<file path="src/include/dcc_regs.svh">
// Purpose: register offsets, field positions and reset values of the dual comparator control block
// Assumes: AXI4-Lite word-aligned byte addressing, 32-bit data
// Notes: offsets are byte addresses
`ifndef DCC_REGS_SVH
`define DCC_REGS_SVH

`define DCC_ADDR_W 6
// register byte offsets
`define DCC_OFF_CONFIG 6'h00
`define DCC_OFF_FLAGS 6'h04
`define DCC_OFF_FORCE 6'h08
`define DCC_OFF_GATE 6'h0C
`define DCC_OFF_MASKED 6'h10
`define DCC_OFF_STATE 6'h14
`define DCC_OFF_CTRL0 6'h18
`define DCC_OFF_CTRL1 6'h1C
`define DCC_OFF_EVT_EN 6'h20
`define DCC_OFF_EVT_CLR 6'h24
// control register fields
`define DCC_PWR_LO 0
`define DCC_PWR_HI 1
`define DCC_HYST_BIT 5
`define DCC_EDGE_LO 6
`define DCC_EDGE_HI 7
`define DCC_CTRL_MASK 32'h0000_00E3
// global enable and level positions
`define DCC_GEN_BIT 31
`define DCC_LVL1_BIT 16
// reset values
`define DCC_CTRL_RST 32'h0000_0000
`define DCC_CFG_RST 1'h0
// axi response codes
`define DCC_RESP_OKAY 2'h0
`define DCC_RESP_SLVERR 2'h2

`endif

</file>
<file path="src/include/dcc_pkg.sv">
// Purpose: types of the dual comparator control block
// Assumes: nothing
// Notes: codes follow the control register encodings
package dcc_pkg;
    // power selection codes
    typedef enum logic [1:0] {
        DCC_PWR_OFF = 2'h0,
        DCC_PWR_ULP = 2'h1,
        DCC_PWR_LP = 2'h2,
        DCC_PWR_NORMAL = 2'h3
    } dcc_pwr_t;
    // edge selection codes
    typedef enum logic [1:0] {
        DCC_EDGE_NONE = 2'h0,
        DCC_EDGE_RISE = 2'h1,
        DCC_EDGE_FALL = 2'h2,
        DCC_EDGE_BOTH = 2'h3
    } dcc_edge_t;
    // read channel state
    typedef enum logic [0:0] {
        DCC_RD_IDLE = 1'b0,
        DCC_RD_RESP = 1'b1
    } dcc_rd_t;
endpackage

</file>
<file path="src/design/dcc_top.sv">
// Purpose: register file, synchronisers, edge detect and interrupt logic for two low-power comparators
// Assumes: comparator outputs are asynchronous; aclk is the system main clock
// Notes: analog cores sit outside; this block only drives their control lines
`timescale 1ns/10ps
`include "dcc_regs.svh"

module dcc_top (
    input wire logic aclk,
    input wire logic aresetn,
    input wire logic [5:0] s_axi_awaddr,
    input wire logic [2:0] s_axi_awprot,
    input wire logic s_axi_awvalid,
    output logic s_axi_awready,
    input wire logic [31:0] s_axi_wdata,
    input wire logic [3:0] s_axi_wstrb,
    input wire logic s_axi_wvalid,
    output logic s_axi_wready,
    output logic [1:0] s_axi_bresp,
    output logic s_axi_bvalid,
    input wire logic s_axi_bready,
    input wire logic [5:0] s_axi_araddr,
    input wire logic [2:0] s_axi_arprot,
    input wire logic s_axi_arvalid,
    output logic s_axi_arready,
    output logic [31:0] s_axi_rdata,
    output logic [1:0] s_axi_rresp,
    output logic s_axi_rvalid,
    input wire logic s_axi_rready,
    input wire logic [1:0] cmp_raw,
    output logic [1:0] cmp0_power_select,
    output logic [1:0] cmp1_power_select,
    output logic cmp0_hysteresis_on,
    output logic cmp1_hysteresis_on,
    output logic cmp_irq,
    output logic cmp_wakeup,
    output logic evt_irq
);

    // registers steered by software
    logic gen_q; // global enable
    logic [31:0] ctrl_q [2]; // per comparator control
    logic [1:0] gate_q; // interrupt mask
    logic [1:0] flag_q; // sticky interrupt flags
    logic [1:0] evt_st_q; // event status (edge seen)
    logic [1:0] evt_en_q; // event enable
    // synchroniser stages and history
    logic [1:0] sync1_q; // first stage, read only by sync2
    logic [1:0] sync2_q; // synchronised level
    logic [1:0] prev_q; // previous synchronised level
    // derived events
    logic [1:0] edge_hit;
    logic [1:0] masked;

    // per comparator edge detection
    genvar gi;
    generate
        for (gi = 0; gi < 2; gi++)
        begin : g_cmp
            wire [1:0] esel = ctrl_q[gi][`DCC_EDGE_HI:`DCC_EDGE_LO];
            wire rise = sync2_q[gi] & ~prev_q[gi];
            wire fall = ~sync2_q[gi] & prev_q[gi];
            // disabled edge select or global off blocks the event
            assign edge_hit[gi] = gen_q & (((esel == dcc_pkg::DCC_EDGE_RISE) & rise)
                | ((esel == dcc_pkg::DCC_EDGE_FALL) & fall)
                | ((esel == dcc_pkg::DCC_EDGE_BOTH) & (rise | fall)));
            // only gated flags reach the cpu
            assign masked[gi] = flag_q[gi] & gate_q[gi];
        end
    endgenerate

    // two-stage synchroniser on the main clock; no sleep gating, runs in every mode
    always_ff @(posedge aclk)
    begin
        if (!aresetn)
        begin
            sync1_q <= 2'h0;
            sync2_q <= 2'h0;
            prev_q <= 2'h0;
        end
        else
        begin
            sync1_q <= cmp_raw;
            sync2_q <= sync1_q;
            prev_q <= sync2_q;
        end
    end

    // write channel: address and data taken in either order, response after both
    logic aw_got_q;
    logic w_got_q;
    logic [5:0] awaddr_q;
    logic [31:0] wdata_q;
    logic [3:0] wstrb_q;
    logic bvalid_q;
    logic [1:0] bresp_q;
    logic awready_q; // registered ready, address half
    logic wready_q; // registered ready, data half
    wire aw_take = s_axi_awvalid & s_axi_awready;
    wire w_take = s_axi_wvalid & s_axi_wready;
    wire [5:0] wa = aw_take ? s_axi_awaddr : awaddr_q;
    wire [31:0] wd = w_take ? s_axi_wdata : wdata_q;
    wire [3:0] ws = w_take ? s_axi_wstrb : wstrb_q;
    wire do_wr = (aw_got_q | aw_take) & (w_got_q | w_take) & ~bvalid_q;
    wire aw_got_d = do_wr ? 1'b0 : (aw_got_q | aw_take);
    wire w_got_d = do_wr ? 1'b0 : (w_got_q | w_take);
    wire bvalid_d = do_wr | (bvalid_q & ~s_axi_bready);
    // byte-enable merge: full word mask from strobes
    wire [31:0] wmask = {{8{ws[3]}}, {8{ws[2]}}, {8{ws[1]}}, {8{ws[0]}}};
    wire wr_cfg = do_wr & (wa == `DCC_OFF_CONFIG);
    wire wr_flag = do_wr & (wa == `DCC_OFF_FLAGS);
    wire wr_force = do_wr & (wa == `DCC_OFF_FORCE);
    wire wr_gate = do_wr & (wa == `DCC_OFF_GATE);
    wire wr_ctrl0 = do_wr & (wa == `DCC_OFF_CTRL0);
    wire wr_ctrl1 = do_wr & (wa == `DCC_OFF_CTRL1);
    wire wr_een = do_wr & (wa == `DCC_OFF_EVT_EN);
    wire wr_eclr = do_wr & (wa == `DCC_OFF_EVT_CLR);
    wire wr_ro = do_wr & ((wa == `DCC_OFF_MASKED) | (wa == `DCC_OFF_STATE));
    wire wr_ok = wr_cfg | wr_flag | wr_force | wr_gate | wr_ctrl0 | wr_ctrl1 | wr_een | wr_eclr | wr_ro;
    wire [31:0] wbits = wd & wmask;

    // write handshake state
    always_ff @(posedge aclk)
    begin
        if (!aresetn)
        begin
            aw_got_q <= 1'b0;
            w_got_q <= 1'b0;
            awaddr_q <= 6'h00;
            wdata_q <= 32'h0000_0000;
            wstrb_q <= 4'h0;
            bvalid_q <= 1'b0;
            bresp_q <= `DCC_RESP_OKAY;
            awready_q <= 1'b0;
            wready_q <= 1'b0;
        end
        else
        begin
            if (aw_take)
            begin
                awaddr_q <= s_axi_awaddr;
            end
            if (w_take)
            begin
                wdata_q <= s_axi_wdata;
                wstrb_q <= s_axi_wstrb;
            end
            // holding flags clear once the write commits
            aw_got_q <= aw_got_d;
            w_got_q <= w_got_d;
            bvalid_q <= bvalid_d;
            awready_q <= ~aw_got_d & ~bvalid_d;
            wready_q <= ~w_got_d & ~bvalid_d;
            if (do_wr)
            begin
                bresp_q <= wr_ok ? `DCC_RESP_OKAY : `DCC_RESP_SLVERR;
            end
        end
    end
    // one write at a time; ready leaves a flop, so it is low for one cycle after reset
    assign s_axi_awready = awready_q;
    assign s_axi_wready = wready_q;
    assign s_axi_bvalid = bvalid_q;
    assign s_axi_bresp = bresp_q;

    // configuration registers; only implemented control bits are kept
    always_ff @(posedge aclk)
    begin
        if (!aresetn)
        begin
            gen_q <= `DCC_CFG_RST;
            ctrl_q[0] <= `DCC_CTRL_RST;
            ctrl_q[1] <= `DCC_CTRL_RST;
            gate_q <= 2'h0;
            evt_en_q <= 2'h0;
        end
        else
        begin
            if (wr_cfg & ws[3])
            begin
                gen_q <= wd[`DCC_GEN_BIT];
            end
            if (wr_ctrl0)
            begin
                ctrl_q[0] <= ((ctrl_q[0] & ~wmask) | wbits) & `DCC_CTRL_MASK;
            end
            if (wr_ctrl1)
            begin
                ctrl_q[1] <= ((ctrl_q[1] & ~wmask) | wbits) & `DCC_CTRL_MASK;
            end
            if (wr_gate & ws[0])
            begin
                gate_q <= wd[1:0];
            end
            if (wr_een & ws[0])
            begin
                evt_en_q <= wd[1:0];
            end
        end
    end

    // sticky flags: hardware set and force win over write-one clear
    wire [1:0] flag_clr = wr_flag ? wbits[1:0] : 2'h0;
    wire [1:0] flag_set = edge_hit | (wr_force ? wbits[1:0] : 2'h0);
    wire [1:0] est_clr = wr_eclr ? wbits[1:0] : 2'h0;
    always_ff @(posedge aclk)
    begin
        if (!aresetn)
        begin
            flag_q <= 2'h0;
            evt_st_q <= 2'h0;
        end
        else
        begin
            flag_q <= (flag_q & ~flag_clr) | flag_set;
            evt_st_q <= (evt_st_q & ~est_clr) | edge_hit;
        end
    end

    // outputs registered; wakeup shares the masked qualification
    always_ff @(posedge aclk)
    begin
        if (!aresetn)
        begin
            cmp_irq <= 1'b0;
            cmp_wakeup <= 1'b0;
            evt_irq <= 1'b0;
            cmp0_power_select <= 2'h0;
            cmp1_power_select <= 2'h0;
            cmp0_hysteresis_on <= 1'b0;
            cmp1_hysteresis_on <= 1'b0;
        end
        else
        begin
            cmp_irq <= |masked;
            cmp_wakeup <= |(masked & {ctrl_q[1][`DCC_EDGE_HI:`DCC_EDGE_LO] != 2'h0,
                ctrl_q[0][`DCC_EDGE_HI:`DCC_EDGE_LO] != 2'h0}) & gen_q;
            evt_irq <= |(evt_st_q & evt_en_q);
            // global disable powers both comparators down
            cmp0_power_select <= gen_q ? ctrl_q[0][`DCC_PWR_HI:`DCC_PWR_LO] : 2'h0;
            cmp1_power_select <= gen_q ? ctrl_q[1][`DCC_PWR_HI:`DCC_PWR_LO] : 2'h0;
            cmp0_hysteresis_on <= ctrl_q[0][`DCC_HYST_BIT];
            cmp1_hysteresis_on <= ctrl_q[1][`DCC_HYST_BIT];
        end
    end

    // read channel
    dcc_pkg::dcc_rd_t rd_q;
    logic [31:0] rdata_q;
    logic [1:0] rresp_q;
    logic arready_q; // registered address ready
    wire ar_take = s_axi_arvalid & s_axi_arready;
    logic [31:0] rmux;
    logic rhit;
    // read mux; state register shows synchronised levels
    always_comb
    begin
        rmux = 32'h0000_0000;
        rhit = 1'b1;
        unique case (s_axi_araddr)
            `DCC_OFF_CONFIG: rmux[`DCC_GEN_BIT] = gen_q;
            `DCC_OFF_FLAGS: rmux[1:0] = flag_q;
            `DCC_OFF_FORCE: rmux[1:0] = flag_q;
            `DCC_OFF_GATE: rmux[1:0] = gate_q;
            `DCC_OFF_MASKED: rmux[1:0] = masked;
            `DCC_OFF_STATE:
            begin
                rmux[0] = sync2_q[0];
                rmux[`DCC_LVL1_BIT] = sync2_q[1];
            end
            `DCC_OFF_CTRL0: rmux = ctrl_q[0];
            `DCC_OFF_CTRL1: rmux = ctrl_q[1];
            `DCC_OFF_EVT_EN: rmux[1:0] = evt_en_q;
            `DCC_OFF_EVT_CLR: rmux[1:0] = evt_st_q;
            default: rhit = 1'b0;
        endcase
    end
    // read answer one cycle after address is taken
    always_ff @(posedge aclk)
    begin
        if (!aresetn)
        begin
            rd_q <= dcc_pkg::DCC_RD_IDLE;
            rdata_q <= 32'h0000_0000;
            rresp_q <= `DCC_RESP_OKAY;
            arready_q <= 1'b0;
        end
        else
        begin
            arready_q <= (rd_q == dcc_pkg::DCC_RD_IDLE) ? ~ar_take : s_axi_rready;
            unique case (rd_q)
                dcc_pkg::DCC_RD_IDLE:
                    if (ar_take)
                    begin
                        rd_q <= dcc_pkg::DCC_RD_RESP;
                        rdata_q <= rmux;
                        rresp_q <= rhit ? `DCC_RESP_OKAY : `DCC_RESP_SLVERR;
                    end
                dcc_pkg::DCC_RD_RESP:
                    if (s_axi_rready)
                    begin
                        rd_q <= dcc_pkg::DCC_RD_IDLE;
                    end
            endcase
        end
    end
    assign s_axi_arready = arready_q;
    assign s_axi_rvalid = (rd_q == dcc_pkg::DCC_RD_RESP);
    assign s_axi_rdata = rdata_q;
    assign s_axi_rresp = rresp_q;

    // checks
    AST_IRQ_OR: assert property (@(posedge aclk) disable iff (!aresetn)
        ##1 cmp_irq == |($past(flag_q) & $past(gate_q)))
        else $error("shared irq not or of masked flags");
    AST_FLAG_SET: assert property (@(posedge aclk) disable iff (!aresetn)
        edge_hit[0] |=> flag_q[0])
        else $error("edge did not set flag 0");
    AST_SYNC_DELAY: assert property (@(posedge aclk) disable iff (!aresetn)
        aresetn ##1 aresetn |=> sync2_q == $past(cmp_raw, 2))
        else $error("synchroniser not two stages");
    AST_GEN_OFF: assert property (@(posedge aclk) disable iff (!aresetn)
        !gen_q && !wr_force |=> (flag_q & ~$past(flag_q)) == 2'h0)
        else $error("flag set with system disabled");
    AST_EDGE_NONE: assert property (@(posedge aclk) disable iff (!aresetn)
        ctrl_q[1][7:6] == 2'h0 |-> !edge_hit[1])
        else $error("disabled edge raised event");
    AST_WAKE_QUAL: assert property (@(posedge aclk) disable iff (!aresetn)
        cmp_wakeup |-> $past(gen_q) && $past(|masked))
        else $error("wakeup without qualification");
    AST_WAKE_RISE: assert property (@(posedge aclk) disable iff (!aresetn)
        (edge_hit[0] && gate_q[0] && ctrl_q[0][7:6] != 2'h0) |-> ##2 cmp_wakeup)
        else $error("qualified event gave no wakeup");
    AST_HYST: assert property (@(posedge aclk) disable iff (!aresetn)
        ##1 cmp1_hysteresis_on == $past(ctrl_q[1][5]))
        else $error("hysteresis not following bit 5");
    AST_PWR: assert property (@(posedge aclk) disable iff (!aresetn)
        ##1 cmp0_power_select == ($past(gen_q) ? $past(ctrl_q[0][1:0]) : 2'h0))
        else $error("power select mismatch");
    AST_LEVEL: assert property (@(posedge aclk) disable iff (!aresetn)
        (ar_take && s_axi_araddr == 6'h14) |=> rdata_q[16] == $past(sync2_q[1]))
        else $error("state bit 16 wrong");

endmodule

</file>
<file path="config.mk">
export PLATFORM = sky130hd
export DESIGN_NAME = dcc_top
export DESIGN_NICKNAME = d
export VERILOG_FILES = /design/src/include/dcc_pkg.sv /design/src/design/dcc_top.sv
export VERILOG_INCLUDE_DIRS = /design/src /design/src/include
export SDC_FILE = /design/constraint.sdc
export NUM_CORES = 1
export LEC_CHECK = 0
export BUFFER_PORTS_ARGS = -buffer_cell sky130_fd_sc_hd__buf_4
export CAP_MARGIN = 5
export CELL_PAD_IN_SITES_DETAIL_PLACEMENT = 0
export CELL_PAD_IN_SITES_GLOBAL_PLACEMENT = 1
export CORE_ASPECT_RATIO = 1.4
export CORE_MARGIN = 2
export CORE_UTILIZATION = 39
export CTS_CLUSTER_SIZE = 30
export DETAILED_ROUTE_END_ITERATION = 12
export PLACE_DENSITY = 0.91
export REMOVE_ABC_BUFFERS = 1
export SYNTH_ARGS = -nofsm -noshare
export SYNTH_HDL_FRONTEND = slang
export SYNTH_SLANG_ARGS = --single-unit
</file>
<file path="constraint.sdc">
create_clock -name aclk -period 4 [get_ports aclk]
set_clock_uncertainty 0.05 [all_clocks]
set_input_delay 0.4 -clock aclk [delete_from_list [all_inputs] [get_ports aclk]]
set_output_delay 0.4 -clock aclk [all_outputs]
set_load 0.02 [all_outputs]
</file>
Yosys cells after proc, flatten, opt, wreduce, memory -nomap -nowiden --
Memory sizes are Yosys's and may differ from the RTL's. Index checks and enable logic that the tools add are counted.
Storage, ports and cells: bits in registers 109, output and inout bits 50, memory bits (writable) 10, input bits 63, memories 1
Memory list:
- ctrl_q | depth 2, width 5, rd ports 2, clocked after Yosys merged registers in 0, write ports 2, line dcc_top.sv:41 | logic [31:0] ctrl_q [2];
Cells by class: multiplexer cells 30, reduce and logical (&&, ||, !) cells 11, equal/unequal tests 24, bitwise logic cells 81
Operators with widths (number):
- $pmux W14 S2 | 2
- $eq A6 B5 Y1 const B | 8
- $and A1 B1 Y1 | 35
- $mux W32 | 1
- $and A8 B8 Y8 | 3
- $eq A6 B4 Y1 const B | 4
- $eq A6 B6 Y1 const B | 4
- $or A1 B1 Y1 | 20
- $or A8 B8 Y8 | 2
- $mux W1 | 13
- $eq A6 B3 Y1 const B | 2
- $logic_not A6 Y1 | 2
- $not A1 Y1 | 11
- $mux W2 | 5
- $mux W5 | 2
- $reduce_or A10 Y1 | 1
- $and A2 B2 Y2 | 4
- $eq A2 B2 Y1 const B | 4
- $not A8 Y8 | 1
- $pmux W1 S8 | 1
- $reduce_or A2 Y1 | 4
- $pmux W1 S7 | 1
- $mux W6 | 1
- $or A2 B2 Y2 | 3
- other kinds (7) | 12

Longest topological paths before layout --
depth after elaboration 14, mapped depth 7, mapped depth without buffers 7

Worst setup path before layout --
No wires, ideal clock.
path type input-to-reg, start point in s_axi_awvalid, end point mem ctrl_q[0][5] in the netlist's numbering (enable), setup slack 1.918 ns, stages 6, arrival time 1.676 ns, required time 3.595 ns, setup time 0.355 ns, buffers on the path 1, cells stage by stage buf_6 > a211o_1 > a22oi_2 > and3_4 > inv_2 > o31ai_2
RTL lines:
- start, declared | line dcc_top.sv:12 | input wire logic s_axi_awvalid,
- end, declared | line dcc_top.sv:41

==> results.yml <==
run_status:
  status: "finished, final reports clean"
detailed_routing:
  dr.pass1.iters: 5
  ant_nets: 0
  drt-wirelength-per-cell_um: 14.2
  wl_um: 6950
  drc: 0
  drt_iter0_markers: 127
  vias: 2537
  vias_per_cell: 5.19
pwr:
  power_density_nw_per_um2: 408
  power_mw: 1.51
  power.leakage_nw: 1.54
  vdd_ir_drop_max_mv: 0.303
clocking:
  root_buffer: "clkbuf_8"
  clock_latency_ns: 0.34
  hold_buffers: 0
  cts_resized: 0
  cts_tree: "done"
  clk_pin_slew_ns: 0.07
  htreeDepth: 3
  cts_buffer_depth: 2
  cts_sinks: 64
  numCtsBuffers: 9
  postCtsSetupBuffers: 0
timing:
  slew_headroom_pct: 55.4
  rsz0062_at_grt: "false"
  fmax_mhz: 429
  min_period_ns: 2.33
  drv_slew: 0
  tightest_slew_ns: 0.667
  period_share_pct: 58.3
  hold_violations: 0
  setup_violations: 0
  setup_tns_ns: 0
yosys:
  mappedNetlistArea_um2: 3150
  ys.warnings.count: 0
  synth_top_area_share_pct: 34.3
  synth.most_common_cell: "dfxtp_1"
  syn_avg_cell_area_um2: 9.34
  yosysUniqueCellTypes: 63
  synth_edf_count: 10
  synth-seq-cells: 64
  synth_ff_type: "dfxtp_1"
  async_reset_ff_share_pct: 0
  netlist.top_cell.by_area: "dfxtp_1"
  synthCells: 337
  yosysSeqAreaShare_pct: 43.9
  ys_top_cells_by_count: "dfxtp_1, nor2_1, buf_4"
  ys_top_cells_by_area: "dfxtp_1, edfxtp_1, buf_4"
global_route:
  grt_util_met3_pct: 4.07
  grt_pass1_vias: 2417
  met1_usage_pct: 19.4
  top_usage_layer: "met2"
  grt-ovfl-total: 0
  grt_pass1_wl_um: 11300
  grtUsageTotal_pct: 16.7
  antenna_found_initial: 0
  grt_max_degree: 29
  use_met2_pct: 29.2
die:
  rows: 38
  die_y_um: 110
  die-area_um2: 8820
  io_pins: 113
  start_util_pct: 40.4
  core_area_um2: 7800
  die_w_um: 79.9
setup_path:
  cp-start-kind: "register"
  r2r-start: "s_axi_awready$_SDFF_PN0_"
  ff2ff_path_depth: 5
  endpoint_kind: "register"
  cp.arrival_ns: 2.26
  cp.required_ns: 3.93
  crit_fanout: 11
  path_class: "register to register"
  reg2reg_setup_slack_ns: 1.67
  r2r-end: "ctrl_q[0][7]$_SDFFCE_PN0P_"
worst_hold_path:
  hp-start: "cmp_raw[0]"
  min_to: "sync1_q[0]$_SDFF_PN0_"
  holdPathStages: 2
  hold_path.class: "primary input to register"
finish:
  final_nets: 451
  drive_above_1_share_pct: 22.6
  syn_to_final_growth_pct: 17.5
  diodes: 0
place:
  place_hpwl_um: 5020
  portBuffers: 51
  globalplace.congestion: 0.887
job:
  maxCapViolCount: 0
layout make-up:
| type | instances | area (um2) |
|---|---|---|
| repair buffers | 52 | 390 |
| flip-flops and latches | 64 | 1380 |
| clock buffers | 10 | 149 |
| inverters | 10 | 37.5 |
| fillers | 762 | 4100 |
| clock inverters | 6 | 80.1 |
| well taps | 100 | 125 |
| multi-input cells | 247 | 1540 |
logic make-up after synthesis:
family                   Yosys count  synth area share [%]
AO/OA/AOI/OAI                     68                  15.0
XOR/XNOR                           1                 0.278
adder cells (fa/ha/maj)            4                  1.59
buffers and inverters             52                  10.4
flip-flops                        64                  43.9
multiplexers                      23                  7.59
other                              1                 0.119
AND/OR/NAND/NOR                  124                  21.1
power by group:
| group | leakage (nW) | switching [mW] | internal (mW) | total, mW |
|---|---|---|---|---|
| combinational | 0.888 | 0.113 | 0.0657 | 0.179 |
| sequential | 0.543 | 0.0173 | 0.674 | 0.691 |
| clock | 0.112 | 0.254 | 0.383 | 0.637 |
| total | 1.54 | 0.385 | 1.12 | 1.51 |
through the flow:
step,hold slack [ns],utilization (%),instance area [um2],std cells,setup slack [ns]
floorplan,0.350,-,2960,321,1.91
global route,0.212,47.4,3700,489,1.52
CTS,0.215,47.4,3700,489,1.66
finish,0.220,47.4,3700,489,1.67
global placement,0.360,44.5,3470,473,1.64
detailed placement,0.371,44.5,3470,473,1.66
worst max-delay path, stage by stage, from the launching register on:
cell     delay, ns
dfxtp_1       0.57
nand2_2       0.22
mux2i_1       0.32
and3_4        0.28
inv_2         0.04
o31ai_2       0.49
worst max-delay path by stage:
stage | from | to | depth (start not counted)
3_3_place_gp | s_axi_awvalid | ctrl_q[0][7]$_SDFFCE_PN0P_ | 6
4_1_cts | s_axi_awready$_SDFF_PN0_ | ctrl_q[0][7]$_SDFFCE_PN0P_ | 5
3_5_place_dp | s_axi_awvalid | ctrl_q[0][7]$_SDFFCE_PN0P_ | 6
6_report | s_axi_awready$_SDFF_PN0_ | ctrl_q[0][7]$_SDFFCE_PN0P_ | 5
5_1_grt | s_axi_awready$_SDFF_PN0_ | ctrl_q[0][5]$_SDFFCE_PN0P_ | 5
2_1_floorplan | s_axi_awready$_SDFF_PN0_ | ctrl_q[0][5]$_SDFFCE_PN0P_ | 5
registers in the layout, summed over array words and instances (netlist names), 2 cells and up:
name	cells
awaddr_q	6
cmp0_power_select	2
cmp1_power_select	2
ctrl_q	10
evt_en_q	2
evt_st_q	2
flag_q	2
gate_q	2
prev_q	2
s_axi_rdata	7
sync1_q	2
sync2_q	2
wdata_q	6
wstrb_q	2
per-layer routing:
layer	routed length, um	up-vias
met5	0	-
met4	115	0
met3	410	10
met2	3580	87
met1	2850	1201
li1	-	1239
cell usage in the layout (no fill, tap or decap), types with 4 or more instances in the layout:
cell type,n
dfxtp_1,54
buf_4,52
nor2_1,30
nand2_1,27
conb_1,27
a21oi_1,25
mux2i_1,19
nor3_1,12
edfxtp_1,10
and2_1,9
clkbuf_8,9
inv_1,8
o21a_1,8
nand3_1,6
nand4_1,6
and3_1,5
o21ai_0,5
nand2b_1,4
nor2b_1,4
nand4b_1,4
ha_1,4
No activity file was read; power rests on OpenSTA's default activity.
